### config.mk
export PLATFORM = sky130hd
export DESIGN_NAME = scfd_device_flat
export DESIGN_NICKNAME = d
export VERILOG_FILES = /design/src/core/scfd_pkg.sv /design/src/core/scfd_if.sv /design/src/core/scfd_divider.sv /design/src/core/scfd_device.sv /design/src/flat_wrapper.sv
export SDC_FILE = /design/constraint.sdc
export NUM_CORES = 1
export LEC_CHECK = 0
export BUFFER_PORTS_ARGS = -buffer_cell sky130_fd_sc_hd__buf_2
export CELL_PAD_IN_SITES_DETAIL_PLACEMENT = 0
export CELL_PAD_IN_SITES_GLOBAL_PLACEMENT = 2
export CORE_MARGIN = 1
export CORE_UTILIZATION = 38
export DETAILED_ROUTE_END_ITERATION = 8
export PLACE_DENSITY = 0.87
export SLEW_MARGIN = 20
export SYNTH_ARGS = -nofsm -noshare
export SYNTH_HDL_FRONTEND = slang
export SYNTH_SLANG_ARGS = --single-unit
### constraint.sdc
create_clock -name i_clock -period 2.5 [get_ports i_clock]
set_input_delay 0.375 -clock i_clock [delete_from_list [all_inputs] [get_ports i_clock]]
set_output_delay 0.375 -clock i_clock [all_outputs]
set_load 0.1 [all_outputs]
### src/core/scfd_pkg.sv
// Package with word layout, reset patterns and divider codes
package scfd_pkg;
    localparam int          SCFD_WORD_BITS   = 32;
    localparam int          SCFD_CNT_W       = 6;
    localparam logic [5:0]  SCFD_LAST_BIT    = 6'h1F;
    localparam int          SCFD_NUM_OUT     = 5;
    localparam int          SCFD_SEL_W       = 3;
    // Address field and word codes
    localparam logic [1:0]  SCFD_ADDR_WORD0  = 2'h0;
    localparam logic [1:0]  SCFD_ADDR_WORD1  = 2'h1;
    // Field positions
    localparam int          SCFD_EN_LSB      = 22;
    localparam int          SCFD_OUT0_DIVIDER_SELECT_LSB    = 15;
    localparam int          SCFD_OUT1_DIVIDER_SELECT_LSB    = 18;
    // Power-up contents of the two words
    localparam logic [31:0] SCFD_WORD0_RESET = 32'h6FE401FC;
    localparam logic [31:0] SCFD_WORD1_RESET = 32'h5B4401FD;
    // Enable bits and per-output select reset values
    localparam logic [4:0]  SCFD_EN_RESET    = 5'h1F;
    localparam logic [2:0]  SCFD_SEL0_RESET  = 3'h0;
    localparam logic [2:0]  SCFD_SEL1_RESET  = 3'h1;
    localparam logic [2:0]  SCFD_SEL2_RESET  = 3'h2;
    localparam logic [2:0]  SCFD_SEL34_RESET = 3'h3;
    // Prescaler counter width: divide-by-16 needs four bits
    localparam int          SCFD_DIV_W       = 4;
    // Host serial clock half period, less one, in system clocks
    localparam logic [3:0]  SCFD_HALF_PER    = 4'h2;
    // Host controller states
    typedef enum logic [2:0] {
        SCFD_IDLE,
        SCFD_FALL,
        SCFD_SETUP,
        SCFD_HIGH,
        SCFD_END
    } scfd_host_state_t;
endpackage

### src/core/scfd_if.sv
// Three-wire serial configuration link between host and divider
`timescale 1ns/100ps
interface scfd_if;
    logic serial_load_enable_n; // Frame, active low
    logic serial_clock;         // Shift clock, data taken on rise
    logic serial_data;          // Data, MSB first
    modport host   (output serial_load_enable_n, serial_clock, serial_data);
    modport device (input  serial_load_enable_n, serial_clock, serial_data);
endinterface

### src/core/scfd_divider.sv
// One output divider: picks a tap of the shared prescaler count
`timescale 1ns/100ps
module scfd_divider
    import scfd_pkg::*;
(
    input  wire logic                  i_clock,
    input  wire logic                  i_resetn,
    input  wire logic                  i_enable,
    input  wire logic [SCFD_DIV_W-1:0] i_count,
    input  wire logic                  i_tick,
    input  wire logic [SCFD_SEL_W-1:0] i_select,
    input  wire logic                  i_drive,
    output logic                       o_clock,
    output logic                       o_drive_enable
);
    // Tap of the common counter; code 0 follows the tick itself
    function automatic logic tap(input logic [SCFD_DIV_W-1:0] cnt,
                                 input logic tick,
                                 input logic [SCFD_SEL_W-1:0] sel);
        case (sel)
            3'h0:    tap = tick;
            3'h1:    tap = cnt[0];
            3'h2:    tap = cnt[1];
            3'h3:    tap = cnt[2];
            default: tap = cnt[3];
        endcase
    endfunction

    // Registered output; all taps share one counter so they stay aligned
    always_ff @(posedge i_clock or negedge i_resetn)
    begin
        if (!i_resetn)
        begin
            o_clock        <= 1'b0;
            o_drive_enable <= 1'b0;
        end
        else if (i_enable)
        begin
            o_clock        <= tap(i_count, i_tick, i_select);
            o_drive_enable <= i_drive;
        end
    end
endmodule

### src/core/scfd_device.sv
// Serial-configured five-output clock divider, device end
// Summary of operation
// - Words are 32 bits, MSB first
// - Low two bits pick target register
// - Falling load enable starts a word
// - Load enable high ignores clock and data
// - Data sampled on serial clock rise
// - Rising load enable commits the word
// - Each word accepted on its own
// - Power-down clears dividers, floats outputs
// - Reset clears all dividers asynchronously
// - Power-up ratios 1, 2, 4, 8, 8
// - Word 0 bits 22-26 enable outputs
// - Host fills word 0 reserved bits
// - Host fills word 1 reserved bits
// - Word 1 holds output 0 and 1 selects
// - Outputs 0, 1 run x1, /2, /4, /8, /16
// - All outputs stay phase aligned
// - Host need only write words 0, 1
`timescale 1ns/100ps
module scfd_device
    import scfd_pkg::*;
(
    input  wire logic                    i_clock,
    input  wire logic                    i_resetn,
    input  wire logic                    i_clock_enable,
    input  wire logic                    i_power_down_n,
    scfd_if.device                       link,
    output logic [SCFD_NUM_OUT-1:0]      o_clock_out,
    output logic [SCFD_NUM_OUT-1:0]      o_clock_out_oe,
    output logic [SCFD_WORD_BITS-1:0]    o_word0,
    output logic [SCFD_WORD_BITS-1:0]    o_word1,
    output logic                         o_word_strobe
);
    logic                      le_d;       // Load enable, last cycle
    logic                      sclk_d;     // Serial clock, last cycle
    logic [SCFD_WORD_BITS-1:0] shift;      // Receive shifter
    logic [SCFD_CNT_W-1:0]     bit_count;  // Bits taken this frame
    logic [SCFD_DIV_W-1:0]     prescale;   // Shared divider counter
    logic                      tick;       // Divide-by-1 waveform
    logic                      div_resetn; // Divider clear, active low
    logic [SCFD_NUM_OUT-1:0]   drive;      // Enables gated by power
    logic [SCFD_SEL_W-1:0]     sel [SCFD_NUM_OUT]; // Per-output codes
    logic                      le_fall;    // Frame start seen
    logic                      le_rise;    // Frame end seen
    logic                      sclk_rise;  // Bit strobe in a frame
    logic                      commit;     // Good frame ends now

    // How a frame is taken:
    //  - a falling load enable clears the bit counter
    //  - each serial clock rise inside the frame shifts one bit in,
    //    so the first bit sent ends up as bit 31
    //  - a rising load enable commits the word when exactly 32 rises
    //    were seen; bits 1..0 then pick the word
    // Frames with fewer or more rises leave every word untouched,
    // so a glitch on the link cannot half-load a divider setting.
    // The pins are taken as synchronous to i_clock, so each level
    // on the link must last at least one cycle to be seen; there is
    // no filter against pulses shorter than that.
    // Words 2 and 3 are accepted and pulse the strobe, but nothing
    // here uses them, so they are not stored.
    //
    // How the outputs are made:
    //  - tick toggles every cycle and is the divide-by-1 output
    //  - prescale steps once per tick period, so its bits give the
    //    divide-by-2, 4, 8 and 16 outputs
    //  - each output registers one tap, so all share one time base
    //    and stay aligned whatever their ratios
    // Power-down and reset both clear the whole divider chain
    // asynchronously. The stored words survive power-down, so the
    // outputs come back with the last setting once it is released;
    // only reset brings back the power-up words.
    // Outputs 2 to 4 are not configurable here and keep their
    // power-up ratios of 4, 8 and 8.
    // The clock enable freezes every register, dividers included,
    // so the outputs simply hold their level while it is low.

    // Divider select field of one output, held in word 1
    function automatic logic [SCFD_SEL_W-1:0] sel_field(
        input logic [SCFD_WORD_BITS-1:0] word,
        input int                        lsb);
        sel_field = word[lsb +: SCFD_SEL_W];
    endfunction

    assign le_fall   = le_d && !link.serial_load_enable_n;
    assign le_rise   = !le_d && link.serial_load_enable_n;
    // Clock edges only count inside a frame
    assign sclk_rise = !sclk_d && link.serial_clock
                       && !link.serial_load_enable_n;
    // A frame counts only with exactly 32 rises
    assign commit    = le_rise
                       && bit_count == SCFD_LAST_BIT + 6'h01;

    // Load enable history, for both frame edges
    always_ff @(posedge i_clock or negedge i_resetn)
    begin
        if (!i_resetn)
            le_d <= 1'b1; // Idle level, so no false start
        else if (i_clock_enable)
            le_d <= link.serial_load_enable_n;
    end

    // Serial clock history; pins taken as synchronous
    always_ff @(posedge i_clock or negedge i_resetn)
    begin
        if (!i_resetn)
            sclk_d <= 1'b0; // Idle level, so no false rise
        else if (i_clock_enable)
            sclk_d <= link.serial_clock;
    end

    // Receive shifter, MSB arrives first
    always_ff @(posedge i_clock or negedge i_resetn)
    begin
        if (!i_resetn)
            shift <= '0;
        else if (i_clock_enable && sclk_rise)
            shift <= {shift[SCFD_WORD_BITS-2:0],
                      link.serial_data};
    end

    // Bit counter: cleared by a frame start, saturates one past 32
    // so that a frame with extra bits is told apart from a good one
    always_ff @(posedge i_clock or negedge i_resetn)
    begin
        if (!i_resetn)
            bit_count <= '0;
        else if (i_clock_enable)
        begin
            if (le_fall)
                bit_count <= '0;
            else if (sclk_rise && bit_count <= SCFD_LAST_BIT + 6'h01)
                bit_count <= bit_count + 6'h01;
        end
    end

    // Commit on frame end; short or long frames are dropped
    always_ff @(posedge i_clock or negedge i_resetn)
    begin
        if (!i_resetn)
        begin
            o_word0 <= SCFD_WORD0_RESET;
            o_word1 <= SCFD_WORD1_RESET;
        end
        else if (i_clock_enable && commit)
        begin
            // Only the addressed word changes
            case (shift[1:0])
                SCFD_ADDR_WORD0: o_word0 <= shift;
                SCFD_ADDR_WORD1: o_word1 <= shift;
                default: ; // Words 2, 3 unused here
            endcase
        end
    end

    // Commit pulse, also for the unused words
    always_ff @(posedge i_clock or negedge i_resetn)
    begin
        if (!i_resetn)
            o_word_strobe <= 1'b0;
        else if (i_clock_enable)
            o_word_strobe <= commit;
    end

    // Power-down also clears the dividers
    assign div_resetn = i_resetn && i_power_down_n;

    // Base waveform: toggles each cycle, the divide-by-1 output
    always_ff @(posedge i_clock or negedge div_resetn)
    begin
        if (!div_resetn)
            tick <= 1'b0;
        else if (i_clock_enable)
            tick <= !tick;
    end

    // Shared prescaler, one step per tick period, so bit n of the
    // count is the tick divided by 2 to the n+1; every output taps
    // this one count, which keeps them phase aligned
    always_ff @(posedge i_clock or negedge div_resetn)
    begin
        if (!div_resetn)
            prescale <= '0;
        else if (i_clock_enable && !tick)
            prescale <= prescale + 4'h1;
    end

    // Select codes: outputs 2-4 keep their power-up ratios
    assign sel[0] = sel_field(o_word1, SCFD_OUT0_DIVIDER_SELECT_LSB);
    assign sel[1] = sel_field(o_word1, SCFD_OUT1_DIVIDER_SELECT_LSB);
    assign sel[2] = SCFD_SEL2_RESET;
    assign sel[3] = SCFD_SEL34_RESET;
    assign sel[4] = SCFD_SEL34_RESET;
    // Float every output while powered down
    assign drive  = o_word0[SCFD_EN_LSB +: SCFD_NUM_OUT]
                    & {SCFD_NUM_OUT{i_power_down_n}};

    // One divider per output
    for (genvar g = 0; g < SCFD_NUM_OUT; g++)
    begin : g_out
        scfd_divider u_div
        (
            .i_clock        (i_clock),
            .i_resetn       (div_resetn),
            .i_enable       (i_clock_enable),
            .i_count        (prescale),
            .i_tick         (tick),
            .i_select       (sel[g]),
            .i_drive        (drive[g]),
            .o_clock        (o_clock_out[g]),
            .o_drive_enable (o_clock_out_oe[g])
        );
    end
endmodule

### src/flat_wrapper.sv
// flat-port wrapper written by rule: the top's interface ports become plain ports
module scfd_device_flat import scfd_pkg::*;
  (i_clock, i_resetn, i_clock_enable, i_power_down_n, o_clock_out, o_clock_out_oe, o_word0, o_word1, o_word_strobe, link_serial_load_enable_n, link_serial_clock, link_serial_data);
  scfd_if link_i ();
  input  wire logic i_clock;
  input  wire logic i_resetn;
  input  wire logic i_clock_enable;
  input  wire logic i_power_down_n;
  output logic [SCFD_NUM_OUT-1:0] o_clock_out;
  output logic [SCFD_NUM_OUT-1:0] o_clock_out_oe;
  output logic [SCFD_WORD_BITS-1:0] o_word0;
  output logic [SCFD_WORD_BITS-1:0] o_word1;
  output logic o_word_strobe;
  input wire logic [$bits(link_i.serial_load_enable_n)-1:0] link_serial_load_enable_n;
  input wire logic [$bits(link_i.serial_clock)-1:0] link_serial_clock;
  input wire logic [$bits(link_i.serial_data)-1:0] link_serial_data;
  assign link_i.serial_load_enable_n = link_serial_load_enable_n;
  assign link_i.serial_clock = link_serial_clock;
  assign link_i.serial_data = link_serial_data;
  scfd_device u_core (.i_clock(i_clock), .i_resetn(i_resetn), .i_clock_enable(i_clock_enable), .i_power_down_n(i_power_down_n), .link(link_i), .o_clock_out(o_clock_out), .o_clock_out_oe(o_clock_out_oe), .o_word0(o_word0), .o_word1(o_word1), .o_word_strobe(o_word_strobe));
endmodule
==> flow_metrics.tcl, run 1 <==
set metrics [dict create \
    status "completed" \
    syn_avg_cell_area_sq_um 12.7 \
    power_mw 5.30 \
    clk_pin_slew_ns 0.05 \
    syn_nets 401 \
    holdWs_ns 0.175 \
    fp-row-count 41 \
    switchingPower_mw 1.39 \
    finalNetCount 483 \
    firstDrtPassIters 5 \
    p_int_mw 3.91 \
    num_io_pins 82 \
    synth_top_area_cell "dfrtp_1" \
    drv_slew 0 \
    syn_to_final_growth_pct 24.8 \
    yosysWarnings 0 \
    worst-path-max-fanout 32 \
    setup-tns-final_ns 0 \
    powerDensity_nw_per_um2 858 \
    cp-end-kind "flip-flop" \
    leakage_nw 3.26 \
    crit_end "u_core.o_word1[17]" \
    critPathKind "reg -> reg" \
    hpwlAfterDp_um 6360 \
    cts_max_level 4 \
    initial_core_util_pct 39.1 \
    clock_path_buffers 2 \
    die-height_um 116 \
    swShare_pct 26.2 \
    vias 3118 \
    avgRoutedWirePerCell_um 15.0 \
    combPwrFrac_pct 11.7 \
    fmax_mhz 419 \
    grt_pass1_vias 3217 \
    final_hold_viol_count 0 \
    viasPerCell 4.74 \
    setup_violations 0 \
    cp.required_ns 2.79 \
    ant_nets 0 \
    synth_top_area_share_pct 43.4 \
    drive_gt1_share_pct 47.1 \
    wl_um 9870 \
    post-route-drc-count 0 \
    overflow 0 \
    crit_arrival_ns 2.67 \
    r2r_start "u_core.bit_count[0]" \
    maxCapViolations 0 \
    clock_sinks 119 \
    fp.dieW_um 116 \
    seq_power_share_pct 40.7 \
    ys_seq_area_share_pct 60.9 \
    power.clock.fraction_pct 47.6 \
    grt_antenna_before_repair 0 \
    core_region_area_sq_um 12700 \
    syn_inst 391 \
    ys_ff_latch 119 \
    reg2reg_slack_ns 0.11 \
    fin_crit_ns 2.39 \
    clockRootBuffer "clkbuf_16" \
    cts_tree "yes" \
    synth_area_leaders "dfrtp_1 (43%), dfstp_2 (17%), mux2_4 (8.5%)" \
    rsz0062_at_grt "no" \
    synthTopCellsByCount "nand2_1 (105), dfrtp_1 (86), mux2_2 (36)" \
    drt_iter0_drc 206 \
    timing.final.ws_setup_ns 0.114 \
    grt_use_total_pct 16.6 \
    grt_max_degree 97 \
    cp-start-kind "flip-flop" \
    synth_flop_cell "dfrtp_1" \
    r2r-end "u_core.o_word1[17]" \
    ff2ff_path_depth 7 \
    grt_pass1_wl_um 16600 \
    clock_skew_ns 0.00493 \
    worstHoldPathType "in -> async" \
    synth_edf_count 0 \
    io_buffers 81 \
    synth.distinct_cells 40 \
    critPathLaunch "u_core.bit_count[0]" \
    worst_pin_slew_ns 0.632 \
    fin_util_pct 48.8 \
    synth_area_sq_um 4960 \
    place_ws_ns -0.0384 \
    cts_made_buffers 17 \
    gp_congestion 0.765 \
    nFillCells 1172 \
    clk_latency_ns 0.41 \
    slew_headroom_pct 57.9 \
    fin_crit_sh_pct 95.4 \
    diodes 0 \
    die_area_sq_um 13500 \
    ys_async_sr_fraction_pct 100 \
    synth.most_common_cell "nand2_1" \
    ir_worst_vdd_mv 0.376 \
]
==> worst min-delay path by stage <==
| stage | startpoint | endpoint | slack, ns | depth (start not counted) |
|---|---|---|---|---|
| 4_1_cts | i_power_down_n | u_core.prescale[0] | 0.18 | 2 |
| 6_report | i_power_down_n | u_core.prescale[2] | 0.17 | 2 |
| 2_1_floorplan | i_resetn | u_core.bit_count[0] | 0.08 | 0 |
| 3_3_place_gp | i_resetn | u_core.o_word1[26] | 0.22 | 1 |
| 5_1_grt | link_serial_data | u_core.shift[0] | 0.20 | 3 |
| 3_5_place_dp | i_resetn | u_core.o_word0[0] | 0.23 | 1 |
==> registers in the layout, summed over array words and instances, names as in the netlist <==
| register | count |
|---|---|
| u_core.g_out.u_div.o_drive_enable | 5 |
| u_core.prescale | 4 |
| u_core.shift | 32 |
| u_core.o_word_strobe | 1 |
| u_core.le_d | 1 |
| u_core.bit_count | 6 |
| u_core.g_out.u_div.o_clock | 4 |
| u_core.o_word0 | 32 |
| u_core.tick | 1 |
| u_core.o_word1 | 32 |
| u_core.sclk_d | 1 |
==> cell usage in the layout (no fill, tap or decap), drive strengths merged, types with 3 or more instances in the layout <==
master  Yosys  final
clkinv      0      3
clkbuf      9     25
mux2       65     65
buf        20     91
inv         9     10
and2        3      3
nor2b       3      3
dfstp      33     33
nand2     105    105
a21oi       4      4
ha          3      3
mux2i       4      4
dfrtp      86     86
bufinv      0      3
nand3       6      6
nor2        4      4
o21ai       8      8
==> kinds of logic (layout without fill, tap and decap cells) <==
family	Yosys count	after routing	share of synthesized area, %
AO/OA/AOI/OAI	19	19	2.42
XOR/XNOR	4	4	0.707
adder cells (fa/ha/maj)	3	3	0.757
buffers and inverters	38	133	4.19
flip-flops	119	119	60.9
multiplexers	71	71	18.6
AND/OR/NAND/NOR	137	137	12.4
==> cell type report <==
cell class / count / area [sq um] / area share [%]
clock inverters: 7 / 114 / 1.84
repair buffers: 92 / 534 / 8.64
inverters: 9 / 33.8 / 0.546
flip-flops and latches: 119 / 3020 / 48.8
multi-input cells: 234 / 1760 / 28.5
well taps: 172 / 215 / 3.48
clock buffers: 25 / 505 / 8.17
==> timing repair <==
item                                   4_1_cts  5_1_grt
setup endpoints to repair                   21        0
resized for setup                            2        0
endpoints found under the hold margin        6        0
setup buffers                                0        0
hold buffers                                 1        0
==> per-layer routing <==
layer | track usage (%) | part of all wire, % | vias to the layer above | wire length [um]
met5 | 0 | 0 | - | 0
met4 | 8.46 | 2.0 | 0 | 197
met3 | 4.93 | 5.2 | 17 | 514
met2 | 23.6 | 44 | 84 | 4360
met1 | 23.0 | 49 | 1544 | 4800
li1 | - | - | 1473 | -
==> power groups by stage <==
stage	Clock [mW]	Sequential, mW	Combinational (mW)
global route	2.65	2.18	0.677
detailed placement	0	2.19	0.627
CTS	2.58	2.16	0.630
finish	2.52	2.16	0.622
floorplan	0	2.15	0.544
global placement	0	2.18	0.612
==> worst max-delay path: stages, from the launching register on <==
cell and delay, ns:
dfrtp_1 0.42, inv_1 0.10, ha_1 0.17, or4b_4 0.47
buf_4 0.16, nor4_4 0.30, buf_12 0.27, mux2_2 0.37
==> metrics by stage <==
step	instance area, sq um	cells
2_1_floorplan	4960	391
3_5_place_dp	5550	625
5_1_grt	6180	658
3_3_place_gp	5550	625
4_1_cts	6180	658
6_report	6180	658
(Power assumes the default switching activity.)
==> run 2, diff against run 1 <==
--- a/config.mk
+++ b/config.mk
@@ -5,13 +5,14 @@
 export SDC_FILE = /design/constraint.sdc
 export NUM_CORES = 1
 export LEC_CHECK = 0
+export ABC_AREA = 1
 export BUFFER_PORTS_ARGS = -buffer_cell sky130_fd_sc_hd__buf_2
 export CELL_PAD_IN_SITES_DETAIL_PLACEMENT = 0
 export CELL_PAD_IN_SITES_GLOBAL_PLACEMENT = 2
 export CORE_MARGIN = 1
-export CORE_UTILIZATION = 38
+export CORE_UTILIZATION = 31
 export DETAILED_ROUTE_END_ITERATION = 8
-export PLACE_DENSITY = 0.87
+export PLACE_DENSITY = 0.82
 export SLEW_MARGIN = 20
 export SYNTH_ARGS = -nofsm -noshare
 export SYNTH_HDL_FRONTEND = slang
==> constraint.sdc (replaced) <==
create_clock -name i_clock -period 2.13 [get_ports i_clock]
set_input_delay 0.3195 -clock i_clock [delete_from_list [all_inputs] [get_ports i_clock]]
set_output_delay 0.3195 -clock i_clock [all_outputs]
set_load 0.1 [all_outputs]
==> run 2 against run 1 <==
Compared with the run above: hold slack worse by 0.12 ns; non-clock buffer count fell by 3; combinational power rose by 12%; die area rose by 18%; clock skew rose by 0.0016 ns; setup slack gained 0.25 ns; global-route usage shrank 3.0 points.
==> flow_metrics.tcl, run 2 <==
set metrics [dict create \
    ir_worst_vdd_mv 0.528 \
    crit_arrival_ns 2.03 \
    synth_top_area_share_pct 45.1 \
    fp.dieW_um 126 \
    clk_latency_ns 0.41 \
    avgRoutedWirePerCell_um 12.8 \
    num_io_pins 82 \
    clk_pin_slew_ns 0.05 \
    initial_core_util_pct 32.4 \
    worst-path-max-fanout 62 \
    syn_inst 498 \
    max_stage_delay_ns 0.48 \
    fp-row-count 44 \
    fin_util_pct 39.8 \
    fin_crit_sh_pct 82.8 \
    setup-tns-final_ns 0 \
    grt_antenna_before_repair 0 \
    cp.required_ns 2.40 \
    drv_slew 0 \
    clock_skew_ns 0.00653 \
    cp-start-kind "flip-flop" \
    synth_area_leaders "dfrtp_1 (45%), dfstp_2 (18%), nand2_1 (11%)" \
    fmax_mhz 567 \
    overflow 0 \
    worst_pin_slew_ns 0.579 \
    synth_top_area_cell "dfrtp_1" \
    core_region_area_sq_um 14800 \
    grt_use_total_pct 13.6 \
    ys_seq_area_share_pct 63.3 \
    final_cell_mix "nand2_1 (142), dfrtp_1 (86), buf_2 (80)" \
    cp-end-kind "flip-flop" \
    cts_tree "yes" \
    crit_chain "inv_1 > ha_1 > nand2_1 > nor2_2 > nand3_2 > buf_4 > o21ai_0" \
    clock_sinks 119 \
    status "completed" \
    grt_pass1_wl_um 16700 \
    fin_crit_ns 1.76 \
    final_hold_viol_count 0 \
    rsz0062_at_grt "no" \
    ys_async_sr_fraction_pct 100 \
    viasPerCell 4.45 \
    synth_area_sq_um 4770 \
    leakage_nw 2.93 \
    setup_violations 0 \
    mostFrequentLayoutCell "nand2_1" \
    die_area_sq_um 15900 \
    post-route-drc-count 0 \
    crit_slowest_cell "buf_4" \
    syn_avg_cell_area_sq_um 9.58 \
    firstDrtPassIters 4 \
    synthTopCellsByCount "nand2_1 (142), dfrtp_1 (86), o21ai_1 (52)" \
    powerDensity_nw_per_um2 1030 \
    die-height_um 126 \
    hpwlAfterDp_um 6820 \
    ys_ff_latch 119 \
    critPathKind "reg -> reg" \
    syn_to_final_growth_pct 23.1 \
    timing.final.ws_setup_ns 0.367 \
    syn_nets 508 \
    diodes 0 \
    clockRootBuffer "clkbuf_16" \
    cts_made_buffers 17 \
    synth_edf_count 0 \
    grt_pass1_vias 3242 \
    cts_max_level 4 \
    drt_iter0_drc 129 \
    ant_nets 0 \
    grt_max_degree 63 \
    yosysWarnings 0 \
    slew_headroom_pct 61.4 \
    nFillCells 1461 \
    worstHoldPathType "in -> async" \
    gp_congestion 0.751 \
    finalNetCount 585 \
    place_ws_ns 0.367 \
    wl_um 9910 \
    synth_flop_cell "dfrtp_1" \
    cts_resized 0 \
    synth.distinct_cells 25 \
    io_buffers 81 \
    vias 3436 \
    power_mw 6.08 \
    maxCapViolations 0 \
    drive_gt1_share_pct 26.9 \
    clock_path_buffers 2 \
    reg_top3 "u_core.o_word0: 32 flops, u_core.o_word1: 32 flops, u_core.shift: 32 flops" \
    synth.most_common_cell "nand2_1" \
]
## run 2: cell types whose count changed after synthesis, sizes merged, moves of 7 or more
cell   delta
inv      +43
mux2     -64
nand2    +37
nand3    +22
nor2      +7
o21ai    +87
## run 2: path summary, 6_finish.rpt
path / startpoint / endpoint / slack (ns) / cells after the start
min: i_power_down_n / u_core.g_out[4].u_div.o_drive_enable / 0.05 / 3
max: u_core.bit_count[0] / u_core.o_word1[29] / 0.37 / 7
min in group i_clock: link_serial_data / u_core.shift[0] / 0.12 / 3
min reg2reg: u_core.o_word1[0] / u_core.o_word1[0] / 0.45 / 2
max reg2reg: u_core.bit_count[0] / u_core.o_word1[29] / 0.37 / 7
max in group asynchronous: i_resetn / u_core.prescale[3] / 1.07 / 4
## run 2: timing repair
action,4_1_cts,5_1_grt
buffers inserted,0,0
hold buffers,1,0
endpoints found under the hold margin,11,0
## run 2: power breakdown
group	switching [mW]	leakage [nW]	total (mW)	internal, mW
registers	0.169	1.45	2.65	2.49
clock network	0.957	0.277	2.73	1.77
logic	0.525	1.20	0.695	0.170
total	1.65	2.93	6.08	4.43
## run 2: cell families after synthesis
group,Yosys count,share of synthesized area (%)
compound gates,104,11.0
xor+xnor,5,0.918
fa+ha+maj,3,0.786
buf+inv,83,7.81
flops,119,63.3
mux,1,0.236
simple gates,183,16.0
## run 2: layout make-up
cell class,count,area [sq um],share of cell area [%]
Tap cell,184,230,3.92
Timing Repair Buffer,89,483,8.22
Clock buffer,23,468,7.96
Multi-Input combinational cell,296,1380,23.5
Sequential cell,119,3020,51.4
Clock inverter,9,100,1.70
Inverter,52,195,3.32
## run 2: layer usage
metal  vias up  global-route usage (%)  share of wire (%)
met5         -                       0                  0
met1      1606                    18.1                 48
li1       1739                       -                  -
met4         0                    6.38                1.9
met2        76                    20.1                 45
met3        15                    4.59                5.2
## run 2: per-stage QoR
stage	cells	area (sq um)	hold WS (ns)
3_3_place_gp	739	5300	0.180
3_5_place_dp	739	5300	0.185
2_1_floorplan	498	4770	0.0239
6_report	772	5880	0.0526
4_1_cts	772	5880	0.0532
5_1_grt	772	5880	0.0887
## run 2: worst max-delay path: cells and delay by family (launching register included)
family	cells	cell delay (ns)
flops	1	0.44
buf+inv	2	0.59
fa+ha+maj	1	0.22
simple gates	3	0.20
compound gates	1	0.15
